--- config.mk ---
export PLATFORM = sky130hd
export DESIGN_NAME = dual_dac_input_latch_interface
export DESIGN_NICKNAME = d
export VERILOG_FILES = /design/src/dac_pkg.sv /design/src/axil_slave.sv /design/src/dual_dac_input_latch_interface.sv /design/src/pair_buffer.sv
export VERILOG_INCLUDE_DIRS = /design/src /design/src/src
export SDC_FILE = /design/constraint.sdc
export NUM_CORES = 1
export LEC_CHECK = 0
export CAP_MARGIN = 20
export CORE_MARGIN = 1.5
export CORE_UTILIZATION = 64
export DETAILED_ROUTE_END_ITERATION = 12
export DONT_BUFFER_PORTS = 1
export GPL_ROUTABILITY_DRIVEN = 0
export PLACE_DENSITY_LB_ADDON = 0.25
export RECOVER_POWER = 25
export SLEW_MARGIN = 10
export SYNTH_ARGS = -nofsm -noshare
export SYNTH_HDL_FRONTEND = slang
export SYNTH_HIERARCHICAL = 1
export SYNTH_SLANG_ARGS = --single-unit
--- constraint.sdc ---
create_clock -name aclk -period 2.8 [get_ports aclk]
set_input_delay 0.14 -clock aclk [delete_from_list [all_inputs] [get_ports aclk]]
set_output_delay 0.14 -clock aclk [all_outputs]
set_load 0.01 [all_outputs]
--- src/dac_defs.svh ---
`ifndef DAC_DEFS_SVH
`define DAC_DEFS_SVH

// ***************
// Timing
// ***************
`define CLK_PERIOD_NS 10
`define MAX_UPDATE_MSPS 125
`define POWER_DOWN_NS 50
`define POWER_UP_NS 5000
`define POWER_DOWN_CYCLES ((`POWER_DOWN_NS) / (`CLK_PERIOD_NS))
`define WAKE_CYCLES (((`POWER_UP_NS) + (`CLK_PERIOD_NS) - 1) / (`CLK_PERIOD_NS))

// ***************
// Structure
// ***************
`define CODE_W 8
`define BUF_DEPTH 2
`define AXI_ADDR_W 5
`define FULL_SCALE_CODE 8'hFF

// ***************
// Register map
// ***************
`define REG_CTRL 5'h00
`define REG_STATUS 5'h04
`define REG_CH1 5'h08
`define REG_CH2 5'h0C
`define REG_UPDATES 5'h10
`define CTRL_SOFT_SLEEP 0
`define CTRL_DRAIN_HOLD 1
`define CTRL_RESET 2'h0
`define STATUS_MODE 0
`define STATUS_LOW_POWER 1
`define STATUS_CURRENT_ON 2
`define STATUS_PHASE 3
`define STATUS_READY_LSB 4
`define STATUS_OVERRUN_LSB 6
`define CH_VALID_IN 16
`define CH_VALID_CONV 17
`define RESP_OKAY 2'h0
`define RESP_SLVERR 2'h2

`endif

--- src/dac_pkg.sv ---
package dac_pkg;
   typedef logic [7:0] code_t;
   typedef enum logic [2:0] {
      PWR_ON = 3'b001,
      PWR_OFF = 3'b010,
      PWR_WAKE = 3'b100
   } pwr_state_e;
endpackage

--- src/axil_slave.sv ---
`timescale 1ns/1ns
`include "dac_defs.svh"
module axil_slave #(
   parameter int ADDR_W = `AXI_ADDR_W
) (
   input wire logic aclk,
   input wire logic aresetn,
   input wire logic [ADDR_W-1:0] s_axi_awaddr,
   input wire logic s_axi_awvalid,
   output logic s_axi_awready,
   input wire logic [31:0] s_axi_wdata,
   input wire logic [3:0] s_axi_wstrb,
   input wire logic s_axi_wvalid,
   output logic s_axi_wready,
   output logic [1:0] s_axi_bresp,
   output logic s_axi_bvalid,
   input wire logic s_axi_bready,
   input wire logic [ADDR_W-1:0] s_axi_araddr,
   input wire logic s_axi_arvalid,
   output logic s_axi_arready,
   output logic [31:0] s_axi_rdata,
   output logic [1:0] s_axi_rresp,
   output logic s_axi_rvalid,
   input wire logic s_axi_rready,
   output logic wr_en,
   output logic [ADDR_W-1:0] wr_addr,
   output logic [31:0] wr_data,
   output logic [3:0] wr_strb,
   input wire logic wr_ok,
   output logic [ADDR_W-1:0] rd_addr,
   input wire logic [31:0] rd_data,
   input wire logic rd_ok
);
   logic aw_full;
   logic w_full;

   // Address and data taken in either order; held until response
   always_ff @(posedge aclk) begin
      if (!aresetn) begin
         aw_full <= 1'b0;
         s_axi_awready <= 1'b0;
         wr_addr <= '0;
      end else if (s_axi_awvalid && s_axi_awready) begin
         aw_full <= 1'b1;
         s_axi_awready <= 1'b0;
         wr_addr <= s_axi_awaddr;
      end else if (s_axi_bvalid && s_axi_bready) begin
         aw_full <= 1'b0;
         s_axi_awready <= 1'b1;
      end else if (!aw_full && !s_axi_bvalid) begin
         s_axi_awready <= 1'b1;
      end
   end

   always_ff @(posedge aclk) begin
      if (!aresetn) begin
         w_full <= 1'b0;
         s_axi_wready <= 1'b0;
         wr_data <= '0;
         wr_strb <= '0;
      end else if (s_axi_wvalid && s_axi_wready) begin
         w_full <= 1'b1;
         s_axi_wready <= 1'b0;
         wr_data <= s_axi_wdata;
         wr_strb <= s_axi_wstrb;
      end else if (s_axi_bvalid && s_axi_bready) begin
         w_full <= 1'b0;
         s_axi_wready <= 1'b1;
      end else if (!w_full && !s_axi_bvalid) begin
         s_axi_wready <= 1'b1;
      end
   end

   assign wr_en = aw_full && w_full && !s_axi_bvalid;

   always_ff @(posedge aclk) begin
      if (!aresetn) begin
         s_axi_bvalid <= 1'b0;
         s_axi_bresp <= `RESP_OKAY;
      end else if (wr_en) begin
         s_axi_bvalid <= 1'b1;
         s_axi_bresp <= wr_ok ? `RESP_OKAY : `RESP_SLVERR;
      end else if (s_axi_bready) begin
         s_axi_bvalid <= 1'b0;
      end
   end

   assign rd_addr = s_axi_araddr;

   always_ff @(posedge aclk) begin
      if (!aresetn) begin
         s_axi_arready <= 1'b0;
         s_axi_rvalid <= 1'b0;
         s_axi_rdata <= '0;
         s_axi_rresp <= `RESP_OKAY;
      end else if (s_axi_arvalid && s_axi_arready) begin
         s_axi_arready <= 1'b0;
         s_axi_rvalid <= 1'b1;
         s_axi_rdata <= rd_ok ? rd_data : 32'h0000_0000;
         s_axi_rresp <= rd_ok ? `RESP_OKAY : `RESP_SLVERR;
      end else if (s_axi_rvalid && s_axi_rready) begin
         s_axi_rvalid <= 1'b0;
         s_axi_arready <= 1'b1;
      end else if (!s_axi_rvalid) begin
         s_axi_arready <= 1'b1;
      end
   end
endmodule // axil_slave

--- src/dual_dac_input_latch_interface.sv ---
// Local design decisions: the address map and the AXI4-Lite interface to the registers.
`timescale 1ns/1ns
`include "dac_defs.svh"
module dual_dac_input_latch_interface #(
   parameter int WAKE_CYCLES = `WAKE_CYCLES,
   parameter int BUF_DEPTH = `BUF_DEPTH,
   parameter int ADDR_W = `AXI_ADDR_W
) (
   input wire logic aclk,
   input wire logic aresetn,
   input wire logic [ADDR_W-1:0] s_axi_awaddr,
   input wire logic s_axi_awvalid,
   output logic s_axi_awready,
   input wire logic [31:0] s_axi_wdata,
   input wire logic [3:0] s_axi_wstrb,
   input wire logic s_axi_wvalid,
   output logic s_axi_wready,
   output logic [1:0] s_axi_bresp,
   output logic s_axi_bvalid,
   input wire logic s_axi_bready,
   input wire logic [ADDR_W-1:0] s_axi_araddr,
   input wire logic s_axi_arvalid,
   output logic s_axi_arready,
   output logic [31:0] s_axi_rdata,
   output logic [1:0] s_axi_rresp,
   output logic s_axi_rvalid,
   input wire logic s_axi_rready,
   input wire logic port_mode_select,
   input wire logic [7:0] channel1_data,
   input wire logic [7:0] channel2_data,
   input wire logic channel1_input_strobe,
   input wire logic channel1_update_clock,
   input wire logic channel2_input_strobe,
   input wire logic channel2_update_clock,
   input wire logic power_down,
   output logic [1:0] input_ready,
   output logic [7:0] true_current_output_1,
   output logic [7:0] complement_current_output_1,
   output logic [7:0] true_current_output_2,
   output logic [7:0] complement_current_output_2,
   output logic current_enable,
   output logic low_power_state
);
   localparam int WC_W = $clog2(WAKE_CYCLES + 1);

   // ***************
   // Elaboration checks
   // ***************
   if (WAKE_CYCLES < 1 || `POWER_DOWN_CYCLES < 1 || ADDR_W < 5) begin : g_bad
      $error("dual_dac_input_latch_interface: unsupported parameter values");
   end

   // ***************
   // Pin edge detection
   // ***************
   logic [3:0] pin_prev;
   logic [3:0] pin_now;
   logic [3:0] rise;
   logic interleaved;
   logic select_level;
   logic phase_reset;

   assign pin_now = {channel2_update_clock, channel2_input_strobe, channel1_update_clock, channel1_input_strobe};
   assign rise = pin_now & ~pin_prev;
   assign interleaved = !port_mode_select;
   assign select_level = channel2_input_strobe;
   assign phase_reset = channel2_update_clock;

   // Pins sampled once; edges visible only up to half the clock rate
   always_ff @(posedge aclk) begin
      if (!aresetn) begin
         pin_prev <= 4'hF;
      end else begin
         pin_prev <= pin_now;
      end
   end

   // ***************
   // Registers written by software
   // ***************
   logic soft_sleep;
   logic drain_hold;
   logic [1:0] overrun;
   logic wr_en;
   logic [ADDR_W-1:0] wr_addr;
   logic [31:0] wr_data;
   logic [3:0] wr_strb;
   logic [ADDR_W-1:0] rd_addr;
   logic [31:0] rd_data;

   function automatic logic reg_mapped(input logic [ADDR_W-1:0] a);
      reg_mapped = (a[1:0] == 2'h0) && (a <= ADDR_W'(`REG_UPDATES));
   endfunction

   function automatic logic reg_hit(input logic [ADDR_W-1:0] a, input logic [ADDR_W-1:0] r);
      reg_hit = (a == r);
   endfunction

   always_ff @(posedge aclk) begin
      if (!aresetn) begin
         {drain_hold, soft_sleep} <= `CTRL_RESET;
      end else if (wr_en && wr_strb[0] && reg_hit(wr_addr, ADDR_W'(`REG_CTRL))) begin
         soft_sleep <= wr_data[`CTRL_SOFT_SLEEP];
         drain_hold <= wr_data[`CTRL_DRAIN_HOLD];
      end
   end

   // ***************
   // Capture into the two-entry buffers
   // ***************
   logic [1:0] push;
   logic [7:0] push_data [2];
   logic [1:0] buf_ready;
   logic [1:0] pop_valid;
   logic [7:0] pop_data [2];
   logic drain_en;

   assign push[0] = interleaved ? (rise[0] && select_level) : rise[0];
   assign push[1] = interleaved ? (rise[0] && !select_level) : rise[2];
   assign push_data[0] = channel1_data;
   assign push_data[1] = interleaved ? channel1_data : channel2_data;
   assign drain_en = !drain_hold;
   assign input_ready = buf_ready;

   for (genvar i = 0; i < 2; i++) begin : g_ch
      pair_buffer #(
         .WIDTH(`CODE_W),
         .DEPTH(BUF_DEPTH)
      ) u_buf (
         .aclk(aclk),
         .aresetn(aresetn),
         .in_valid(push[i]),
         .in_ready(buf_ready[i]),
         .in_data(push_data[i]),
         .out_valid(pop_valid[i]),
         .out_ready(drain_en),
         .out_data(pop_data[i])
      );
   end

   // Word offered while full is lost; sticky so software sees it
   always_ff @(posedge aclk) begin
      if (!aresetn) begin
         overrun <= 2'h0;
      end else begin
         for (int i = 0; i < 2; i++) begin
            if (push[i] && !buf_ready[i]) begin
               overrun[i] <= 1'b1;
            end else if (wr_en && wr_strb[0] && reg_hit(wr_addr, ADDR_W'(`REG_STATUS))
                         && wr_data[`STATUS_OVERRUN_LSB + i]) begin
               overrun[i] <= 1'b0;
            end
         end
      end
   end

   // ***************
   // Input latches and converter latches
   // ***************
   dac_pkg::code_t in_latch [2];
   dac_pkg::code_t conv_latch [2];
   logic [1:0] in_valid;
   logic [1:0] conv_valid;
   logic [1:0] load;
   logic iq_phase;
   logic iq_load;
   logic [15:0] update_count;

   assign iq_load = interleaved && rise[1] && !phase_reset && !iq_phase;
   assign load[0] = interleaved ? iq_load : rise[1];
   assign load[1] = interleaved ? iq_load : rise[3];

   always_ff @(posedge aclk) begin
      if (!aresetn) begin
         iq_phase <= 1'b0;
      end else if (!interleaved || phase_reset) begin
         iq_phase <= 1'b0;
      end else if (rise[1]) begin
         iq_phase <= !iq_phase;
      end
   end

   always_ff @(posedge aclk) begin
      if (!aresetn) begin
         for (int i = 0; i < 2; i++) begin
            in_latch[i] <= 8'h00;
            conv_latch[i] <= 8'h00;
         end
         in_valid <= 2'h0;
         conv_valid <= 2'h0;
      end else begin
         for (int i = 0; i < 2; i++) begin
            if (pop_valid[i] && drain_en) begin
               in_latch[i] <= pop_data[i];
               in_valid[i] <= 1'b1;
            end
            if (load[i]) begin
               conv_latch[i] <= in_latch[i];
               conv_valid[i] <= in_valid[i];
            end
         end
      end
   end

   always_ff @(posedge aclk) begin
      if (!aresetn) begin
         update_count <= 16'h0000;
      end else if (load[0]) begin
         update_count <= update_count + 16'h0001;
      end
   end

   // ***************
   // Power-down sequencing
   // ***************
   dac_pkg::pwr_state_e pwr_state;
   logic sleep_req;
   logic [WC_W-1:0] wake_count;

   assign sleep_req = power_down || soft_sleep;

   always_ff @(posedge aclk) begin
      if (!aresetn) begin
         pwr_state <= dac_pkg::PWR_ON;
         wake_count <= '0;
      end else begin
         unique case (pwr_state)
            dac_pkg::PWR_ON: begin
               if (sleep_req) begin
                  pwr_state <= dac_pkg::PWR_OFF;
               end
            end
            dac_pkg::PWR_OFF: begin
               wake_count <= '0;
               if (!sleep_req) begin
                  pwr_state <= dac_pkg::PWR_WAKE;
               end
            end
            dac_pkg::PWR_WAKE: begin
               if (sleep_req) begin
                  pwr_state <= dac_pkg::PWR_OFF;
               end else if (wake_count == WC_W'(WAKE_CYCLES - 1)) begin
                  pwr_state <= dac_pkg::PWR_ON;
               end else begin
                  wake_count <= wake_count + WC_W'(1);
               end
            end
            default: begin
               pwr_state <= dac_pkg::PWR_OFF;
            end
         endcase
      end
   end

   // ***************
   // Output codes
   // ***************
   // complementary codes
   always_ff @(posedge aclk) begin
      if (!aresetn) begin
         current_enable <= 1'b0;
         low_power_state <= 1'b0;
         true_current_output_1 <= 8'h00;
         complement_current_output_1 <= 8'h00;
         true_current_output_2 <= 8'h00;
         complement_current_output_2 <= 8'h00;
      end else begin
         current_enable <= (pwr_state == dac_pkg::PWR_ON) && !sleep_req;
         low_power_state <= (pwr_state != dac_pkg::PWR_ON) || sleep_req;
         if ((pwr_state == dac_pkg::PWR_ON) && !sleep_req) begin
            true_current_output_1 <= conv_latch[0];
            complement_current_output_1 <= `FULL_SCALE_CODE - conv_latch[0];
            true_current_output_2 <= conv_latch[1];
            complement_current_output_2 <= `FULL_SCALE_CODE - conv_latch[1];
         end else begin
            true_current_output_1 <= 8'h00;
            complement_current_output_1 <= 8'h00;
            true_current_output_2 <= 8'h00;
            complement_current_output_2 <= 8'h00;
         end
      end
   end

   // ***************
   // Register read and bus slave
   // ***************
   always_comb begin
      rd_data = 32'h0000_0000;
      unique case (1'b1)
         reg_hit(rd_addr, ADDR_W'(`REG_CTRL)): begin
            rd_data[`CTRL_SOFT_SLEEP] = soft_sleep;
            rd_data[`CTRL_DRAIN_HOLD] = drain_hold;
         end
         reg_hit(rd_addr, ADDR_W'(`REG_STATUS)): begin
            rd_data[`STATUS_MODE] = port_mode_select;
            rd_data[`STATUS_LOW_POWER] = low_power_state;
            rd_data[`STATUS_CURRENT_ON] = current_enable;
            rd_data[`STATUS_PHASE] = iq_phase;
            rd_data[`STATUS_READY_LSB +: 2] = buf_ready;
            rd_data[`STATUS_OVERRUN_LSB +: 2] = overrun;
         end
         reg_hit(rd_addr, ADDR_W'(`REG_CH1)): begin
            rd_data[15:0] = {conv_latch[0], in_latch[0]};
            rd_data[`CH_VALID_IN] = in_valid[0];
            rd_data[`CH_VALID_CONV] = conv_valid[0];
         end
         reg_hit(rd_addr, ADDR_W'(`REG_CH2)): begin
            rd_data[15:0] = {conv_latch[1], in_latch[1]};
            rd_data[`CH_VALID_IN] = in_valid[1];
            rd_data[`CH_VALID_CONV] = conv_valid[1];
         end
         reg_hit(rd_addr, ADDR_W'(`REG_UPDATES)): begin
            rd_data[15:0] = update_count;
         end
         default: begin
            rd_data = 32'h0000_0000;
         end
      endcase
   end

   axil_slave #(
      .ADDR_W(ADDR_W)
   ) u_axil (
      .aclk(aclk),
      .aresetn(aresetn),
      .s_axi_awaddr(s_axi_awaddr),
      .s_axi_awvalid(s_axi_awvalid),
      .s_axi_awready(s_axi_awready),
      .s_axi_wdata(s_axi_wdata),
      .s_axi_wstrb(s_axi_wstrb),
      .s_axi_wvalid(s_axi_wvalid),
      .s_axi_wready(s_axi_wready),
      .s_axi_bresp(s_axi_bresp),
      .s_axi_bvalid(s_axi_bvalid),
      .s_axi_bready(s_axi_bready),
      .s_axi_araddr(s_axi_araddr),
      .s_axi_arvalid(s_axi_arvalid),
      .s_axi_arready(s_axi_arready),
      .s_axi_rdata(s_axi_rdata),
      .s_axi_rresp(s_axi_rresp),
      .s_axi_rvalid(s_axi_rvalid),
      .s_axi_rready(s_axi_rready),
      .wr_en(wr_en),
      .wr_addr(wr_addr),
      .wr_data(wr_data),
      .wr_strb(wr_strb),
      .wr_ok(reg_mapped(wr_addr)),
      .rd_addr(rd_addr),
      .rd_data(rd_data),
      .rd_ok(reg_mapped(rd_addr))
   );
endmodule // dual_dac_input_latch_interface

--- src/pair_buffer.sv ---
`timescale 1ns/1ns
module pair_buffer #(
   parameter int WIDTH = 8,
   parameter int DEPTH = 2
) (
   input wire logic aclk,
   input wire logic aresetn,
   input wire logic in_valid,
   output logic in_ready,
   input wire logic [WIDTH-1:0] in_data,
   output logic out_valid,
   input wire logic out_ready,
   output logic [WIDTH-1:0] out_data
);
   localparam int PW = (DEPTH > 1) ? $clog2(DEPTH) : 1;
   localparam int CW = $clog2(DEPTH + 1);

   if (WIDTH < 1 || DEPTH < 2 || (DEPTH & (DEPTH - 1)) != 0) begin : g_bad
      $error("pair_buffer needs WIDTH >= 1 and DEPTH a power of two >= 2");
   end

   logic [WIDTH-1:0] mem [DEPTH];
   logic [PW-1:0] wr_ptr;
   logic [PW-1:0] rd_ptr;
   logic [CW-1:0] count;
   logic [CW-1:0] next_count;
   logic push;
   logic pop;

   assign push = in_valid && in_ready;
   assign pop = out_valid && out_ready;
   assign out_data = mem[rd_ptr];

   always_comb begin
      next_count = count;
      if (push && !pop) begin
         next_count = count + CW'(1);
      end else if (pop && !push) begin
         next_count = count - CW'(1);
      end
   end

   // Flags registered from the next count, so ready never lags
   always_ff @(posedge aclk) begin
      if (!aresetn) begin
         count <= '0;
         in_ready <= 1'b0;
         out_valid <= 1'b0;
      end else begin
         count <= next_count;
         in_ready <= (next_count != CW'(DEPTH));
         out_valid <= (next_count != '0);
      end
   end

   always_ff @(posedge aclk) begin
      if (!aresetn) begin
         wr_ptr <= '0;
         rd_ptr <= '0;
      end else begin
         if (push) begin
            wr_ptr <= wr_ptr + PW'(1);
         end
         if (pop) begin
            rd_ptr <= rd_ptr + PW'(1);
         end
      end
   end

   always_ff @(posedge aclk) begin
      if (push) begin
         mem[wr_ptr] <= in_data;
      end
   end
endmodule // pair_buffer
# ---- Yosys cells after proc, flatten, opt, wreduce, memory -nomap -nowiden
# Memories as Yosys holds them, arrays and structs flattened. A register that Yosys moved wholly into a read port is not among the register bits.
# Cells that the tools add are included.
dict set report op_classes {
  reduce_logical 72
  n_mux 66
  bitwise 7
  addsub 12
  n_lt_le_gt_ge 2
  n_eq_ne 18
}
# op n
set ops {}
lappend ops {{$mux W1} 42}
lappend ops {{$mux W8} 5}
lappend ops {{$logic_and A1 B1 Y1} 32}
lappend ops {{$pmux W6 S4} 1}
lappend ops {{$pmux W8 S3} 1}
lappend ops {{$reduce_bool A2 Y1} 11}
lappend ops {{$mux W18} 1}
lappend ops {{$mux W9} 2}
lappend ops {{$pmux W9 S2} 1}
lappend ops {{$add A16 B1 Y16 const B} 1}
lappend ops {{$sub A8 B8 Y8 const A} 2}
lappend ops {{$logic_not A1 Y1} 15}
lappend ops {{$ne A2 B2 Y1 const B} 7}
lappend ops {{$mux W2} 6}
lappend ops {{$mux W3} 4}
lappend ops {{$eq A5 B3 Y1 const B} 2}
lappend ops {{$eq A5 B4 Y1 const B} 2}
lappend ops {{$le A5 B5 Y1 const B} 2}
lappend ops {{$logic_not A5 Y1} 2}
lappend ops {{$pmux W2 S5} 1}
lappend ops {{$add A9 B1 Y9 const B} 1}
lappend ops {{$eq A9 B9 Y1 const B} 1}
lappend ops {{$pmux W3 S3} 1}
lappend ops {{$reduce_or A2 Y1} 4}
lappend ops {{other kinds (18)} 30}
dict set report totals {
  inputBits 75
  output_inout_bits 77
  mem_bits_rw 64
  n_memories 4
  regBits 144
}
# name depth width rd rd_ports_with_merged_regs write_ports line_no
set memory_table {}
lappend memory_table {conv_latch 2 8 2 0 2 dual_dac_input_latch_interface.sv:161} ;# dac_pkg::code_t conv_latch [2];
lappend memory_table {{g_ch[0].u_buf.mem} 2 8 1 1 1 pair_buffer.sv:22} ;# logic [WIDTH-1:0] mem [DEPTH];
lappend memory_table {{g_ch[1].u_buf.mem} 2 8 1 1 1 pair_buffer.sv:22}
lappend memory_table {in_latch 2 8 2 0 2 dual_dac_input_latch_interface.sv:160} ;# dac_pkg::code_t in_latch [2];

# ---- Logic depth before layout (Yosys ltp)
dict set report depth {
  ltp_word 10
  depth_mapped 9
}

# ---- Hierarchy
# Netlist, hierarchy kept.
# mod instances cells_each area_per_inst_um2
set modules_own_cells {}
lappend modules_own_cells {dual_dac_input_latch_interface 1 422 4504.3}
lappend modules_own_cells {axil_slave 1 377 3589.7}
lappend modules_own_cells {pair_buffer 2 58 878.3}

# ---- Worst setup path before layout
# OpenSTA, ideal clock, no wires.
dict set report synth_path {
  path_type {register to register}
  from {reg soft_sleep}
  to {reg wake_count[7]}
  path_stages_with_launch 6
  required_ns 2.731
  setup_slack_ns 0.785
  arrival_time_ns 1.946
  cell_sequence {dfxtp_1 -> or4b_1 -> buf_2 -> or4b_4 -> or4_1 -> o21ai_1}
}
dict set report synth_via {
  elab_chain_cells 3
}
# item line_no
set synth_rtl {}
lappend synth_rtl {{start: declaration} dual_dac_input_latch_interface.sv:81} ;# logic soft_sleep;
lappend synth_rtl {{start signal: assignment} dual_dac_input_latch_interface.sv:101} ;# {drain_hold, soft_sleep} <= `CTRL_RESET;
lappend synth_rtl {{start signal: assignment} dual_dac_input_latch_interface.sv:103} ;# soft_sleep <= wr_data[`CTRL_SOFT_SLEEP];
lappend synth_rtl {{$logic_or A1 B1 Y1} dual_dac_input_latch_interface.sv:220} ;# assign sleep_req = power_down || soft_sleep;
lappend synth_rtl {{$ne A2 B2 Y1 (no source line)} --}
lappend synth_rtl {{$reduce_and A3 Y1 (no source line)} --}
lappend synth_rtl {{end signal: assignment} dual_dac_input_latch_interface.sv:245} ;# wake_count <= wake_count + WC_W'(1);
lappend synth_rtl {{end: declaration} dual_dac_input_latch_interface.sv:218} ;# logic [WC_W-1:0] wake_count;
# Every way passes these cells.
# A chain may end at the register's enable or synchronous reset.

# ---- Worst setup path after layout
dict set report layout_path {
  from {reg pwr_state[2]}
  to {reg wake_count[7]}
}
dict set report layout_via {
  elab_chain_cells 3
}
# item line_no
set layout_rtl {}
lappend layout_rtl {{start: declaration} dual_dac_input_latch_interface.sv:216} ;# dac_pkg::pwr_state_e pwr_state;
lappend layout_rtl {{start signal: assignment} dual_dac_input_latch_interface.sv:224} ;# pwr_state <= dac_pkg::PWR_ON;
lappend layout_rtl {{start signal: assignment} dual_dac_input_latch_interface.sv:230} ;# pwr_state <= dac_pkg::PWR_OFF;
lappend layout_rtl {{start signal: assignment} dual_dac_input_latch_interface.sv:236} ;# pwr_state <= dac_pkg::PWR_WAKE;
lappend layout_rtl {{$eq A3 B3 Y1 or $eq A3 B2 Y1 (tied branches)} dual_dac_input_latch_interface.sv:227} ;# unique case (pwr_state)
lappend layout_rtl {{$ne A2 B2 Y1 (no source line) or $reduce_bool A2 Y1 (tied branches)} --}
lappend layout_rtl {{$reduce_and A3 Y1 (no source line)} --}
# Parallel ways exist; a longest one is shown, timed or not.

==> reports/metrics.yaml <==
worst_setup_path:
  reg2reg_depth: 4
  arrival_ns: 2.62
  critPathMaxFanout: 9
  critPathMaxStageDelay_ns: 0.64
  critPathCaptureType: "register"
  required_ns: 3.21
  reg2reg_slack_ns: 0.59
  setup.worst_path.start_class: "register"
  r2r-end: "wake_count[7]"
  crit_type: "reg -> reg"
  path_cells: "or4b_1, or4b_4, or4_1, o21ai_1"
  cpMaxStageDelayCell: "or4b_1"
  crit-reg2reg-launch: "pwr_state[2]"
pwr:
  seqPwrFrac: 0.511
  pwr-share-comb: 0.090
  p_sw_mw: 1.607
  swShare: 0.2348
  p_clk_frac: 0.398
  power_density_nw_per_um2: 703.4
  leakagePower_nw: 3.619
  max-vdd-ir-drop_mv: 0.4406
  p_int_mw: 5.237
routing:
  dr.pass1.iters: 6
  finalWirelength_mm: 18.57
  maxUsedRoutingLayer: "met4"
  vias: 6041
  drtIter0Drc: 576
  ant_nets: 0
  wl_met3_mm: 1.230
  wl_per_cell_um: 18.58
  drc: 0
  via_per_inst: 6.047
  wl_met2_mm: 9.079
  m1WireLength_mm: 7.464
min_path:
  hold_class: "in -> reg"
  min_path_cells: 2
  worstHoldStart: "aresetn"
  min_to: "wake_count[6]"
die:
  placementRows: 42
  die_y_um: 118.7
  num_io_pins: 152
  floorplan.initialDensity: 0.6521
  die_x_um: 118.7
  die_area_um2: 14090
  coreArea_um2: 13140
clock_network:
  clk_latency_ns: 0.49
  cts_buffer_depth: 3
  htree_levels: 1
  cts.clk_slew.worst_paths_ns: 0.06
  post-cts-setup-buffers: 0
  clock-sinks: 204
  tritoncts: "yes"
  root_buffer: "clkbuf_16"
  cts_buffers: 21
timing:
  finalHoldViolations: 0
  tightest_slew_ns: 0.7825
  whs_ns: 0.01131
  setup_violations: 0
  max_slew_margin: 0.4776
  maxClockFrequency_mhz: 453.2
  fin_skew_ns: 0.009120
  min_period_over_period: 0.7881
  rsz0062_at_grt: "false"
  min_period_ns: 2.207
  setup_tns_ns: 0
  slew_viol_final: 0
placement:
  port_buffers: 0
  dp_cells: 916
  place_hpwl_mm: 11.88
global_routing:
  grt_max_degree: 57
  grt_overflow: 0
  grt_pass1_vias: 5892
  grt_use_total: 0.2584
  grt_pass1_wl_mm: 29.39
  grt_antenna_before_repair: 0
cells_and_area:
  fin_nets: 885
  synthToLayoutAreaGrowth_pct: 13.57
  drive_gt1_frac: 0.1531
  n_antenna_cell: 0
  layout.cells.non_filler: 999
logic_synthesis:
  syn_inst: 782
  ys_warn_count: 6
  netlist_area_um2: 8567
  syn_avg_cell_area_um2: 10.96
flow_run:
  max-cap-violations: 0
outcome:
  status: "completed"
[worst max-delay path by stage]
stage | to | depth (start not counted) | slack (ns) | from
after detailed placement | wake_count[7] | 4 | 0.65 | pwr_state[2]
after global placement | wake_count[7] | 4 | 0.71 | pwr_state[2]
final | wake_count[7] | 4 | 0.59 | pwr_state[2]
after global routing | pwr_state[0] | 6 | 0.39 | wake_count[0]
after floorplan | wake_count[7] | 5 | 0.78 | soft_sleep
after CTS | wake_count[7] | 4 | 0.62 | pwr_state[2]
[critical path: cells and delay by family, from the launching register on]
kind / cells / cell delay, ns
DFF: 1 / 0.43
AOI/OAI and AO/OA: 1 / 0.10
and+or+nand+nor: 3 / 1.61
[repair_timing]
item                      4_1_cts  5_1_grt
resized for setup               0        0
hold endpoints to repair      133        0
hold buffers                   45        0
[metal layers]
layer | vias to the layer above | GRT usage
li1 | 2870 | -
met4 | 0 | 0.1175
met1 | 2856 | 0.3089
met5 | - | 0
met3 | 61 | 0.04633
met2 | 254 | 0.4542
[registers in the layout, indices dropped and copies added, names as in the netlist, 3 cells and up, named ones only]
register / flops
complement_current_output_1: 8
complement_current_output_2: 8
pwr_state: 3
in_latch: 16
true_current_output_1: 8
true_current_output_2: 8
update_count: 16
pin_prev: 4
g_ch.u_buf/mem: 32
u_axil/s_axi_rdata: 32
wake_count: 9
g_ch.u_buf/count: 4
u_axil/wr_addr: 5
u_axil/wr_data: 4
conv_latch: 16
[area by class of cell]
| cell class | instances | area [um2] |
|---|---|---|
| clock buffer | 36 | 681.9 |
| sequential | 204 | 4725 |
| fill | 849 | 3408 |
| inverter | 17 | 63.81 |
| clock inverter | 2 | 15.01 |
| multi-input combinational | 511 | 3493 |
| tap | 176 | 220.2 |
| timing repair buffer | 53 | 530.5 |
[power by group through the flow]
stage	clock (mW)	combinational (mW)	sequential [mW]
final	2.72	0.619	3.50
after floorplan	0	0.539	3.44
after global placement	0	0.497	3.54
after detailed placement	0	0.521	3.55
after global routing	2.87	0.685	3.52
after CTS	2.75	0.612	3.49
[cells in the final DEF, fill, tap and decap left out, types with 3 or more instances in the layout]
cell / n
a221o_1: 8
o21ai_0: 19
or3_1: 8
xor2_1: 3
clkbuf_1: 5
dlygate4sd3_1: 43
nand4_1: 38
nor2_1: 36
nand2b_1: 10
and4b_1: 3
a21oi_1: 53
a222oi_1: 8
a22o_1: 8
clkbuf_16: 21
o21a_1: 8
and3_1: 6
nand2_1: 24
o211a_1: 3
and3b_1: 4
inv_1: 16
clkbuf_8: 10
conb_1: 16
or4_1: 3
nor3_1: 10
buf_4: 8
mux2i_1: 5
dfxtp_1: 140
a21boi_0: 14
a21bo_2: 42
xnor2_1: 11
and2_1: 62
mux2_2: 24
nand3_1: 24
edfxtp_1: 64
nor2b_1: 10
[through the flow]
step,setup WS (ns),utilization,area (um2),total power [mW]
after floorplan,0.7849,-,8620,3.980
after global placement,0.7069,0.6518,8563,4.039
after detailed placement,0.6511,0.6518,8563,4.074
after CTS,0.6160,0.7407,9731,6.850
after global routing,0.3893,0.7406,9729,7.071
final,0.5934,0.7406,9729,6.843
Power figures use the tool's default switching activity.
